`src/fcr_pkg.sv`:
```
// package: feature control register constants, types and functional notes
//------------------------------------------------------------
// Functional notes
// v86 extensions virtualise interrupts, redirect bitmap intercept
// bit 1 enables virtual flag for sti/cli
// bit 2 limits timestamp reads to level 0
// bit 3 set: io breakpoints, dr4/dr5 fault
// bit 3 clear: dr4/dr5 alias dr6/dr7
// bit 4 selects large pages unless extended addressing
// bit 5 gives 64-bit entries, 2M pages
// bit 6 gates machine check exception
// errors always recorded; correctable never raise exception
// bit 7 keeps global translations on base rewrite
// bit 8 opens perf counter read to all
// bit 9 clear faults legacy simd, saves allowed
// bit 10 clear reports simd fp as opcode fault
// bit 11 faults table stores above level 0
// bit 16 opens segment base access in 64-bit
// bit 17 context ids, settable only long mode
// bit 18 permits ext control and ext save
// bits 20/21 guard supervisor exec and access
// bit 22 rising flushes all translations
// bit 23 needs write protect set, else fault
// unimplemented control registers raise opcode fault
// clearing write protect under shadow stack faults
// reset clears all feature bits
//------------------------------------------------------------
package fcr_pkg;
    localparam int FCR_W = 64;
    localparam logic [63:0] FCR_RESET = 64'h0000000000000000;
    localparam logic [63:0] FCR_WMASK = 64'h0000000000F70FFF; // writable bits
    localparam int B_VME = 0;
    localparam int B_PVI = 1;
    localparam int B_TSD = 2;
    localparam int B_DBG = 3;
    localparam int B_LPG = 4;
    localparam int B_PAX = 5;
    localparam int B_MCK = 6;
    localparam int B_GLB = 7;
    localparam int B_PCU = 8;
    localparam int B_LSM = 9;
    localparam int B_SFX = 10;
    localparam int B_UIG = 11;
    localparam int B_SEG = 16;
    localparam int B_CID = 17;
    localparam int B_EXS = 18;
    localparam int B_SXG = 20;
    localparam int B_SAG = 21;
    localparam int B_PKY = 22;
    localparam int B_SSK = 23;
    localparam int WP_BIT = 16; // write protect in base control reg
    localparam logic [3:0] CR_FEATURE = 4'h4;
    localparam logic [3:0] CR_BASE = 4'h0;
    localparam logic [3:0] CR_PFADDR = 4'h2;
    localparam logic [3:0] CR_TABLE = 4'h3;
    localparam logic [3:0] CR_TPR = 4'h8;
    localparam logic [2:0] DR_FOUR = 3'h4;
    localparam logic [2:0] DR_FIVE = 3'h5;
    localparam logic [1:0] PL_ZERO = 2'h0;

    // control register move request
    typedef struct packed {
        logic valid;
        logic write;
        logic [3:0] idx;
        logic [63:0] data;
    } fcr_cr_req_t;

    // privilege and mode context of the instruction being checked
    typedef struct packed {
        logic [1:0] current_privilege;
        logic long_mode_active;
        logic mode64;
        logic v86_mode;
    } fcr_ctx_t;

    // instruction classes to check
    typedef struct packed {
        logic read_timestamp;
        logic read_perf_counter;
        logic table_store;
        logic segment_base;
        logic context_tlb_flush;
        logic ext_control;
        logic ext_state;
        logic legacy_simd;
        logic key_access;
        logic dr_valid;
        logic [2:0] dr_idx;
    } fcr_instr_t;

    // fault outputs
    typedef struct packed {
        logic invalid_opcode_fault;
        logic protection_fault;
        logic machine_check_fault;
        logic simd_fp_fault;
    } fcr_fault_t;
endpackage : fcr_pkg

```
`src/fcr_instr_check.sv`:
```
// instruction permission checks driven by the feature bits
`timescale 1ns/1ps
module fcr_instr_check (
    input wire logic [63:0] feat_in,
    input wire fcr_pkg::fcr_ctx_t ctx_in,
    input wire fcr_pkg::fcr_instr_t instr_in,
    output logic ud_out,
    output logic gp_out,
    output logic [2:0] dr_eff_out,
    output logic io_bp_en_out
);
    import fcr_pkg::*;

    logic kern;

    // privilege gating per instruction class
    always_comb begin
        kern = (ctx_in.current_privilege == PL_ZERO);
        ud_out = 1'b0;
        gp_out = 1'b0;
        if (instr_in.read_timestamp && feat_in[B_TSD] && !kern) begin
            gp_out = 1'b1;
        end
        if (instr_in.read_perf_counter && !feat_in[B_PCU] && !kern) begin
            gp_out = 1'b1;
        end
        if (instr_in.table_store && feat_in[B_UIG] && !kern) begin
            gp_out = 1'b1;
        end
        if (instr_in.segment_base && !(feat_in[B_SEG] && ctx_in.mode64)) begin
            ud_out = 1'b1;
        end
        if (instr_in.context_tlb_flush && !feat_in[B_CID]) begin
            ud_out = 1'b1;
        end
        if ((instr_in.ext_control || instr_in.ext_state) && !feat_in[B_EXS]) begin
            ud_out = 1'b1;
        end
        if (instr_in.legacy_simd && !feat_in[B_LSM]) begin
            ud_out = 1'b1;
        end
        if (instr_in.key_access && !feat_in[B_PKY]) begin
            ud_out = 1'b1;
        end
        if (instr_in.dr_valid && feat_in[B_DBG] &&
            (instr_in.dr_idx == DR_FOUR || instr_in.dr_idx == DR_FIVE)) begin
            ud_out = 1'b1;
        end
    end

    // debug register aliasing
    always_comb begin
        dr_eff_out = instr_in.dr_idx;
        if (!feat_in[B_DBG] && instr_in.dr_idx == DR_FOUR) begin
            dr_eff_out = 3'h6;
        end else if (!feat_in[B_DBG] && instr_in.dr_idx == DR_FIVE) begin
            dr_eff_out = 3'h7;
        end
        io_bp_en_out = feat_in[B_DBG];
    end
endmodule : fcr_instr_check

```
`src/fcr_paging_ctl.sv`:
```
// paging mode and flush controls derived from the feature bits
`timescale 1ns/1ps
module fcr_paging_ctl (
    input wire logic [63:0] feat_in,
    input wire logic dir_page_size_in,
    output logic large_page_out,
    output logic wide_entries_out,
    output logic keep_global_out,
    output logic super_exec_guard_out,
    output logic super_access_guard_out
);
    import fcr_pkg::*;

    // page size selection and guards
    always_comb begin
        wide_entries_out = feat_in[B_PAX];
        // extended addressing overrides large page bit
        large_page_out = dir_page_size_in &&
            (feat_in[B_PAX] || feat_in[B_LPG]);
        keep_global_out = feat_in[B_GLB];
        super_exec_guard_out = feat_in[B_SXG];
        super_access_guard_out = feat_in[B_SAG];
    end
endmodule : fcr_paging_ctl

```
`src/fcr_top.sv`:
```
// feature control register bank with fault generation
`timescale 1ns/1ps
module fcr_top (
    input wire logic sys_clk_in,
    input wire logic rst_in,
    input wire fcr_pkg::fcr_cr_req_t req_in,
    input wire logic [63:0] base_ctl_in,
    input wire fcr_pkg::fcr_ctx_t ctx_in,
    input wire fcr_pkg::fcr_instr_t instr_in,
    input wire logic dir_page_size_in,
    input wire logic table_base_write_in,
    input wire logic mc_uncorrectable_in,
    input wire logic mc_correctable_in,
    input wire logic simd_fp_unmasked_in,
    input wire logic sti_cli_in,
    input wire logic soft_int_in,
    output logic [63:0] feature_control_reg_out,
    output logic [63:0] rdata_out,
    output fcr_pkg::fcr_fault_t fault_out,
    output logic [2:0] dr_eff_out,
    output logic io_bp_en_out,
    output logic large_page_out,
    output logic wide_entries_out,
    output logic super_exec_guard_out,
    output logic super_access_guard_out,
    output logic tlb_flush_all_out,
    output logic tlb_flush_nonglobal_out,
    output logic mc_record_out,
    output logic virt_int_hw_out,
    output logic redirect_bitmap_out
);
    import fcr_pkg::*;

    //------------------------------------------------------------
    // state
    //------------------------------------------------------------
    logic [63:0] feat;
    logic [63:0] next_feat;
    logic [63:0] rdata;
    logic [63:0] next_rdata;
    fcr_fault_t fault;
    fcr_fault_t next_fault;
    logic flush_all;
    logic next_flush_all;
    logic flush_ng;
    logic next_flush_ng;
    logic mc_rec;
    logic next_mc_rec;
    logic chk_ud;
    logic chk_gp;
    logic [63:0] wval;
    logic wr_feat;
    logic rd_feat;
    logic cr_bad;
    logic wr_gp;
    logic keep_global;

    //------------------------------------------------------------
    // submodules
    //------------------------------------------------------------
    fcr_instr_check u_check (
        .feat_in(feat),
        .ctx_in(ctx_in),
        .instr_in(instr_in),
        .ud_out(chk_ud),
        .gp_out(chk_gp),
        .dr_eff_out(dr_eff_out),
        .io_bp_en_out(io_bp_en_out)
    );

    fcr_paging_ctl u_paging (
        .feat_in(feat),
        .dir_page_size_in(dir_page_size_in),
        .large_page_out(large_page_out),
        .wide_entries_out(wide_entries_out),
        .keep_global_out(keep_global),
        .super_exec_guard_out(super_exec_guard_out),
        .super_access_guard_out(super_access_guard_out)
    );

    //------------------------------------------------------------
    // register write and fault logic
    //------------------------------------------------------------
    // decode control register move and compute checks
    always_comb begin
        wval = req_in.data & FCR_WMASK;
        wr_feat = req_in.valid && req_in.write && req_in.idx == CR_FEATURE;
        rd_feat = req_in.valid && !req_in.write && req_in.idx == CR_FEATURE;
        cr_bad = req_in.valid && !(req_in.idx == CR_BASE || req_in.idx == CR_PFADDR ||
            req_in.idx == CR_TABLE || req_in.idx == CR_FEATURE ||
            req_in.idx == CR_TPR);
        wr_gp = 1'b0;
        if (wr_feat && req_in.data[B_CID] && !ctx_in.long_mode_active) begin
            wr_gp = 1'b1;
        end
        if (wr_feat && req_in.data[B_SSK] && !base_ctl_in[WP_BIT]) begin
            wr_gp = 1'b1;
        end
        if (wr_feat && (req_in.data & ~FCR_WMASK) != 64'h0000000000000000) begin
            wr_gp = 1'b1; // reserved bits must be zero
        end
        if (req_in.valid && req_in.write && req_in.idx == CR_BASE &&
            feat[B_SSK] && !req_in.data[WP_BIT]) begin
            wr_gp = 1'b1;
        end
    end

    // next state for register, read data, faults and flushes
    always_comb begin
        next_feat = feat;
        next_rdata = rdata;
        next_flush_all = 1'b0;
        next_flush_ng = 1'b0;
        if (wr_feat && !wr_gp) begin
            next_feat = wval;
            next_flush_all = !feat[B_PKY] && wval[B_PKY];
        end
        if (rd_feat) begin
            next_rdata = feat;
        end
        if (table_base_write_in && !next_flush_all) begin
            // global entries kept only with global enable
            next_flush_ng = keep_global;
            next_flush_all = !keep_global;
        end
        next_fault.invalid_opcode_fault = cr_bad || chk_ud ||
            (simd_fp_unmasked_in && !feat[B_SFX]);
        next_fault.protection_fault = wr_gp || chk_gp;
        next_fault.machine_check_fault = mc_uncorrectable_in && feat[B_MCK];
        next_fault.simd_fp_fault = simd_fp_unmasked_in && feat[B_SFX];
        next_mc_rec = mc_uncorrectable_in || mc_correctable_in;
    end

    // registers, cleared on reset
    always_ff @(posedge sys_clk_in) begin
        if (rst_in) begin
            feat <= FCR_RESET;
            rdata <= FCR_RESET;
            fault <= '0;
            flush_all <= 1'b0;
            flush_ng <= 1'b0;
            mc_rec <= 1'b0;
        end else begin
            feat <= next_feat;
            rdata <= next_rdata;
            fault <= next_fault;
            flush_all <= next_flush_all;
            flush_ng <= next_flush_ng;
            mc_rec <= next_mc_rec;
        end
    end

    //------------------------------------------------------------
    // outputs
    //------------------------------------------------------------
    // virtual interrupt steering
    always_comb begin
        virt_int_hw_out = (ctx_in.v86_mode && feat[B_VME]) ||
            (!ctx_in.v86_mode && feat[B_PVI] && sti_cli_in); // see R1
        redirect_bitmap_out = ctx_in.v86_mode && feat[B_VME] && soft_int_in;
    end

    assign feature_control_reg_out = feat;
    assign rdata_out = rdata;
    assign fault_out = fault;
    assign tlb_flush_all_out = flush_all;
    assign tlb_flush_nonglobal_out = flush_ng;
    assign mc_record_out = mc_rec;

    //------------------------------------------------------------
    // assertions
    //------------------------------------------------------------
    property p_reset_clear;
        @(posedge sys_clk_in) $past(rst_in) |-> feat == 64'h0000000000000000;
    endproperty
    a_reset_clear: assert property (p_reset_clear) else $error("not cleared");

    property p_pke_flush;
        @(posedge sys_clk_in) disable iff (rst_in)
        (wr_feat && !wr_gp && !feat[B_PKY] && req_in.data[B_PKY]) |=> tlb_flush_all_out;
    endproperty
    a_pke_flush: assert property (p_pke_flush) else $error("no flush");

    property p_cet_gp;
        @(posedge sys_clk_in) disable iff (rst_in)
        (wr_feat && req_in.data[B_SSK] && !base_ctl_in[WP_BIT])
            |=> fault_out.protection_fault && $stable(feat);
    endproperty
    a_cet_gp: assert property (p_cet_gp) else $error("shadow set");

    property p_wp_clear_gp;
        @(posedge sys_clk_in) disable iff (rst_in)
        (req_in.valid && req_in.write && req_in.idx == CR_BASE && feat[B_SSK]
            && !req_in.data[WP_BIT]) |=> fault_out.protection_fault;
    endproperty
    a_wp_clear_gp: assert property (p_wp_clear_gp) else $error("wp clear ok");

    property p_pcid_lm;
        @(posedge sys_clk_in) disable iff (rst_in)
        (wr_feat && req_in.data[B_CID] && !ctx_in.long_mode_active)
            |=> fault_out.protection_fault && $stable(feat);
    endproperty
    a_pcid_lm: assert property (p_pcid_lm) else $error("pcid outside long");

    property p_mc;
        @(posedge sys_clk_in) disable iff (rst_in)
        mc_correctable_in && !mc_uncorrectable_in |=> mc_record_out && !fault_out.machine_check_fault;
    endproperty
    a_mc: assert property (p_mc) else $error("correctable raised");

    property p_bad_cr;
        @(posedge sys_clk_in) disable iff (rst_in)
        (req_in.valid && req_in.idx == 4'h5) |=> fault_out.invalid_opcode_fault;
    endproperty
    a_bad_cr: assert property (p_bad_cr) else $error("cr5 no fault");

    property p_tsd;
        @(posedge sys_clk_in) disable iff (rst_in)
        (instr_in.read_timestamp && feat[B_TSD] && ctx_in.current_privilege != 2'h0)
            |=> fault_out.protection_fault;
    endproperty
    a_tsd: assert property (p_tsd) else $error("timestamp allowed");

    property p_alias;
        @(posedge sys_clk_in) disable iff (rst_in)
        (!feat[B_DBG] && instr_in.dr_idx == 3'h4) |-> dr_eff_out == 3'h6;
    endproperty
    a_alias: assert property (p_alias) else $error("no alias");

    // uncorrectable errors raise the exception only with the enable bit
    property p_mc_raise;
        @(posedge sys_clk_in) disable iff (rst_in)
        mc_uncorrectable_in |=> fault_out.machine_check_fault == $past(feat[B_MCK]);
    endproperty
    a_mc_raise: assert property (p_mc_raise) else $error("machine check wrong");

    // table base rewrite keeps global entries when enabled
    property p_global_keep;
        @(posedge sys_clk_in) disable iff (rst_in)
        (table_base_write_in && feat[B_GLB] && !wr_feat)
            |=> tlb_flush_nonglobal_out && !tlb_flush_all_out;
    endproperty
    a_global_keep: assert property (p_global_keep) else $error("global flushed");

    // unsupported simd fp handler turns exception into opcode fault
    property p_simd_fp;
        @(posedge sys_clk_in) disable iff (rst_in)
        (simd_fp_unmasked_in && !feat[B_SFX])
            |=> fault_out.invalid_opcode_fault && !fault_out.simd_fp_fault;
    endproperty
    a_simd_fp: assert property (p_simd_fp) else $error("simd fp not converted");

    // perf counter read outside level zero needs the open bit
    property p_perf;
        @(posedge sys_clk_in) disable iff (rst_in)
        (instr_in.read_perf_counter && !feat[B_PCU] && ctx_in.current_privilege != 2'h0)
            |=> fault_out.protection_fault;
    endproperty
    a_perf: assert property (p_perf) else $error("perf read allowed");

    // table stores above level zero refused under the guard
    property p_user_info_guard;
        @(posedge sys_clk_in) disable iff (rst_in)
        (instr_in.table_store && feat[B_UIG] && ctx_in.current_privilege != 2'h0)
            |=> fault_out.protection_fault;
    endproperty
    a_user_info_guard: assert property (p_user_info_guard) else $error("table store allowed");

    // legacy simd refused without its enable
    property p_legacy_simd;
        @(posedge sys_clk_in) disable iff (rst_in)
        (instr_in.legacy_simd && !feat[B_LSM]) |=> fault_out.invalid_opcode_fault;
    endproperty
    a_legacy_simd: assert property (p_legacy_simd) else $error("simd allowed");

    // debug register five reserved with io breakpoints on
    property p_dr_reserved;
        @(posedge sys_clk_in) disable iff (rst_in)
        (instr_in.dr_valid && feat[B_DBG] && instr_in.dr_idx == 3'h5)
            |=> fault_out.invalid_opcode_fault;
    endproperty
    a_dr_reserved: assert property (p_dr_reserved) else $error("dr5 allowed");

    // extended control and state instructions need their enable
    property p_ext_state;
        @(posedge sys_clk_in) disable iff (rst_in)
        ((instr_in.ext_control || instr_in.ext_state) && !feat[B_EXS])
            |=> fault_out.invalid_opcode_fault;
    endproperty
    a_ext_state: assert property (p_ext_state) else $error("ext state allowed");
endmodule : fcr_top

```
`config.mk`:
```
export PLATFORM = sky130hd
export DESIGN_NAME = fcr_top
export DESIGN_NICKNAME = d
export VERILOG_FILES = /design/src/fcr_pkg.sv /design/src/fcr_instr_check.sv /design/src/fcr_paging_ctl.sv /design/src/fcr_top.sv
export SDC_FILE = /design/constraint.sdc
export NUM_CORES = 1
export LEC_CHECK = 0
export CELL_PAD_IN_SITES_DETAIL_PLACEMENT = 1
export CELL_PAD_IN_SITES_GLOBAL_PLACEMENT = 1
export CORE_MARGIN = 10
export CORE_UTILIZATION = 25
export CTS_CLUSTER_DIAMETER = 200
export DETAILED_ROUTE_END_ITERATION = 16
export DONT_BUFFER_PORTS = 1
export MAX_ROUTING_LAYER = met4
export PLACE_DENSITY = 0.52
export SYNTH_ARGS = -nofsm -noshare
export SYNTH_HDL_FRONTEND = slang
export SYNTH_HIERARCHICAL = 1
export SYNTH_SLANG_ARGS = --single-unit
```
`constraint.sdc`:
```
create_clock -name sys_clk_in -period 1.8 [get_ports sys_clk_in]
set_clock_uncertainty 0.1 [all_clocks]
set_input_delay 0.09 -clock sys_clk_in [delete_from_list [all_inputs] [get_ports sys_clk_in]]
set_output_delay 0.09 -clock sys_clk_in [all_outputs]
set_load 0.01 [all_outputs]
```
### Word-level counts from Yosys, hierarchy flattened

Index checks and enable logic that the tools add are counted.

| word-level totals | value |
|---|---|
| register bits | 45 |
| output and inout bits | 145 |
| word-level logic and storage cells | 107 |
| input port bits | 161 |

| operators by class | value |
|---|---|
| multiplexer cells | 17 |
| reductions and logical operators | 74 |
| eq/ne operators | 6 |
| bitwise gates (word level) | 1 |

Operator list:

| operator | number |
|---|---|
| nonzero test 64 bit | 1 |
| logical AND 1 bit | 40 |
| zero test 1 bit | 18 |
| 2-to-1 mux 1 bit | 15 |
| logical OR 1 bit | 12 |
| equality test 4 x 2 -> 1 bit (second input constant) | 2 |
| equality test 3 bit (second input constant) | 2 |
| 2-to-1 mux 3 bit | 2 |
| equality test 4 x 3 -> 1 bit (second input constant) | 1 |
| equality test 4 bit (second input constant) | 1 |
| zero test 4 bit | 1 |
| zero test 2 bit | 1 |
| OR reduction 2 bit | 1 |
| NOT 1 bit | 1 |

### Depth between registers and ports, before layout

| logic depth | value |
|---|---|
| word-level depth | 15 |
| depth in mapped cells | 7 |
| depth with buffers taken out | 5 |

### Cells and area by module

The synthesis kept the hierarchy.

Modules (own cells, without submodules):

| module | instances | cells an instance | area an instance (um^2) | sequential area each (um^2) |
|---|---|---|---|---|
| fcr_top | 1 | 315 | 2,527.4 | 900.9 |
| fcr_instr_check | 1 | 18 | 98.8 | 0.0 |
| fcr_paging_ctl | 1 | 5 | 37.5 | 0.0 |

### Least setup slack after synthesis

OpenSTA, ideal clock, no wires.

| timing path | value |
|---|---|
| path type | in2reg |
| start point | input req_in[14] (netlist name) |
| end point | register feat[8] (netlist: feature_control_reg_out[8]) |
| setup slack | 0.240 ns |
| stages on the path | 6 |
| buffers on the path | 1 |
| data arrival time | 1.328 ns |
| required time | 1.568 ns |
| library setup time | 0.132 ns |
| path through | nor4_2 -> nand4_1 -> or4_4 -> buf_6 -> o21ai_1 -> a21oi_1 |

| on the way | value |
|---|---|
| word-level cells in the longest chain between the ends | 6 |

RTL lines:

| item | line | source |
|---|---|---|
| start: declaration | fcr_top.sv:6 | `input wire fcr_pkg::fcr_cr_req_t req_in,` |
| nonzero test 64 bit | fcr_top.sv:99 | `if (wr_feat && (req_in.data & ~FCR_WMASK) != 64'h0000000000000000) begin` |
| logical AND 1 bit | fcr_top.sv:99 |  |
| 2-to-1 mux 1 bit | fcr_top.sv:99 |  |
| 2-to-1 mux 1 bit | fcr_top.sv:102 | `if (req_in.valid && req_in.write && req_in.idx == CR_BASE &&` |
| zero test 1 bit | fcr_top.sv:114 | `if (wr_feat && !wr_gp) begin` |
| logical AND 1 bit | fcr_top.sv:114 |  |
| end signal: assignment | fcr_top.sv:144 | `feat <= next_feat;` |
| end: declaration | fcr_top.sv:37 | `logic [63:0] feat;` |

No other way between the ends.
A chain may end at the register's enable or synchronous reset.

### Worst setup path in the final report

| timing path | value |
|---|---|
| start point | input req_in[49] (netlist name) |
| end point | register feat[5] (netlist: feature_control_reg_out[5]) |

Same word-level chain as after synthesis.

==> summary.txt <==
Outcome
  – Status: finished, final reports clean

Power
  – Switching Share: about a quarter
  – Comb power frac: a little over a tenth
  – Worst vdd ir: approximately 0.30 mV
  – Leakage: roughly 1.1 nW
  – Final Power: roughly 2 mW
  – P_int: approximately 1.5 mW
  – Flop pwr share: approximately half
  – Sw power: 506 uW
  – Power Dens Cells: 667 nW/um2
  – Clock power frac: between 30% and 40%

Global routing
  – Vias in the first global route: 2503
  – First-pass GRT wire length: 14.8 mm
  – Total grt overflow: 0
  – Initial antenna violation count: 2
  – Gr usage total: between 10% and 20%
  – Largest net degree at the start of global routing: 46

Clocking
  – CTS tree: built
  – Hold Buf Count CTS: 34
  – Number of H-tree levels: 2
  – Worst-path clk slew: about 0.09 ns
  – Post-CTS sizing: 0
  – Setup bufs post-CTS: 0
  – CTS root buffer: clkbuf_8
  – Clk_lat worst skew: between 0.2 and 0.3 ns
  – Clock buffer depth: 2
  – Num CTS Buffers: 5
  – Clk sinks: 45

Floorplanning
  – Floorplan core area: 10400 um2
  – Die width: between 100 and 150 um
  – Die area: approximately 15000 um2
  – Rows: 37
  – Ports: 306
  – Die Span Y: about 120 um
  – Initial core utilization: 25.7%

Route
  – DR iter-0 viols: ~120
  – Drt wl/cell: roughly 20 um
  – DRC Markers: 0
  – Vias: 2165
  – Routed wire length: ~10 mm
  – Via/cell ratio: around 4.2
  – Final antenna-violating net count: 0
  – Drt first pass iters: 5

Layout
  – Nets: around 540
  – Share of cells above drive strength 1: 9.33%
  – Area grow syn2layout: 12.2%
  – Final core occ: around 29%

Timing
  – Tmin final: 1.50 ns
  – Pins Over Slew Limit: 0
  – Final setup violation count: 0
  – Setup tns final: 0 ns
  – Final hold slack: around 0.007 ns
  – Hold Vio Cnt, Final: 0
  – Period utilization: between 80% and 90%
  – RSZ-0062 raised after global routing: false
  – Fmax: 668 MHz

Synth
  – Number of synthesized flops with an enable pin: 0
  – Ys flop type: dfxtp_1
  – Fraction of the yosys area taken by sequential cells: roughly 34%
  – Ys async rst share: 0%
  – Flops & latches, synth: 45
  – Synth Cell Area: 2660 um2
  – Ys Warns: 6
  – Unique cell type count in the Yosys netlist: 35
  – Mean Syn Cell Area: about 7.9 um2
  – Gate Count Post-Synth: roughly 340

Job
  – Max Cap Viol: 0

Worst setup path
  – Crit path largest cell delay: 0.70 ns
  – CP Launch Point: req_in[49]
  – Arr. time, crit path: ~1.6 ns
  – Worst-path maximum fanout: 20
  – Crit start category: input port
  – Critical setup path kind: input port to flop
  – Internal reg-to-reg setup slack: around 0.43 ns
  – CP required: around 1.9 ns
  – Worst r2r dst: fault_out[3]
  – Worst-path cell chain: nor4_1 -> nand3_1 -> or4_4 -> o21ai_1 -> a21oi_1
  – Setup crit end: feature_control_reg_out[5]
  – CP Capture Type: flop
  – CP max stage cell: or4_4
  – FF-to-FF Start: feature_control_reg_out[17]
  – R2R cell count: 5

Placed design
  – Final Wtd Congestion: around 0.8
  – Post-DP HPWL: approximately 8.5 mm
  – PortBufs: 0

Min path
  – Min-delay src: ctx_in[1]
  – Worst hold path class: input port to flop
## registers in the layout (all words and copies together), names as in the netlist
signal                   cells
tlb_flush_all_out            1
rdata_out                   19
tlb_flush_nonglobal_out      1
fault_out                    4
mc_record_out                1
feature_control_reg_out     19
## cell usage in the layout (no fill, tap or decap), types with 2 or more instances in the layout
master         synthesis  final
a21oi_1               42     42
nor4_2                 4      5
conb_1                 1     90
diode_2                0      2
nand3_1               20     20
o21ai_0                2      2
inv_1                  8      8
buf_12                 0      2
o21ai_1               19     19
nand4b_1               2      2
nor2_1                 8      8
nor4_1                 7      6
and3_1                 2      2
a222oi_1               2      2
dlygate4sd3_1          0     33
dfxtp_1               45     45
nand4_1                3      3
nand2_1               46     46
clkbuf_8               0      5
buf_4                 95     17
## synth_stat cells (all sizes together), types with 2 or more instances
cell type  number  area, um2
buf           104        769
nand2          46        173
dfxtp          45        901
a21oi          42        210
nand3          21        118
o21ai          21        105
nor4           11       93.8
nor2            9       41.3
clkbuf          8       30.0
inv             8       30.0
nand4           3       18.8
a222oi          2       20.0
and3            2       12.5
nand4b          2       17.5
## cell families (layout without fill, tap and decap cells)
family | after synthesis | in the layout | share of synthesized area (%)
and+or+nand+nor | 102 | 102 | 20.8
other | 1 | 92 | 0.141
DFF | 45 | 45 | 33.8
buffers and inverters | 120 | 68 | 31.1
AOI/OAI and AO/OA | 70 | 70 | 14.1
## worst min path at each step
stage / to / slack, ns / cells after the start
after floorplan: mc_record_out / 0.11 / 2
after global placement: tlb_flush_all_out / 0.07 / 1
after detailed placement: feature_control_reg_out[5] / 0.07 / 1
after CTS: fault_out[3] / 0.001 / 4
after global routing: fault_out[3] / 0.01 / 4
final: fault_out[3] / 0.007 / 5
## cell type report
cell class | instances | area (um2)
diodes | 2 | 5.00
clock buffers | 6 | 72.6
flip-flops and latches | 45 | 901
well taps | 136 | 170
clock inverters | 2 | 38.8
repair buffers | 52 | 498
fillers | 1279 | 7380
inverters | 8 | 30.0
multi-input cells | 262 | 1270
## metal layers
metal / GRT usage [%] / vias to the layer above / routed length (um)
li1: - / 1029 / -
met1: 13.9 / 973 / 3950
met2: 22.2 / 161 / 5160
met3: 4.47 / 2 / 1240
met4: 3.42 / 0 / 62
met5: - / - / 0
## worst max-delay path, delay by kind of cell
family             cells  cell delay, ns
and+or+nand+nor        3            1.20
AOI/OAI and AO/OA      2            0.28
## power groups by stage
stage	clock network (mW)	registers, mW	logic, mW
5_1_grt	0.843	1.01	0.241
3_3_place_gp	0	1.03	0.118
6_report	0.771	1.00	0.218
4_1_cts	0.800	1.01	0.205
3_5_place_dp	0	1.03	0.119
2_1_floorplan	0	1.03	0.272
## metrics by stage
step                      instances  cell area (um2)  setup WS, ns
final                           513             2990         0.303
after global routing            513             2990         0.108
after CTS                       511             2980         0.198
after detailed placement        469             2520        -0.122
after global placement          469             2520       -0.0619
after floorplan                 427             3000         0.240
Note: power is estimated with default switching activity, not from simulation.
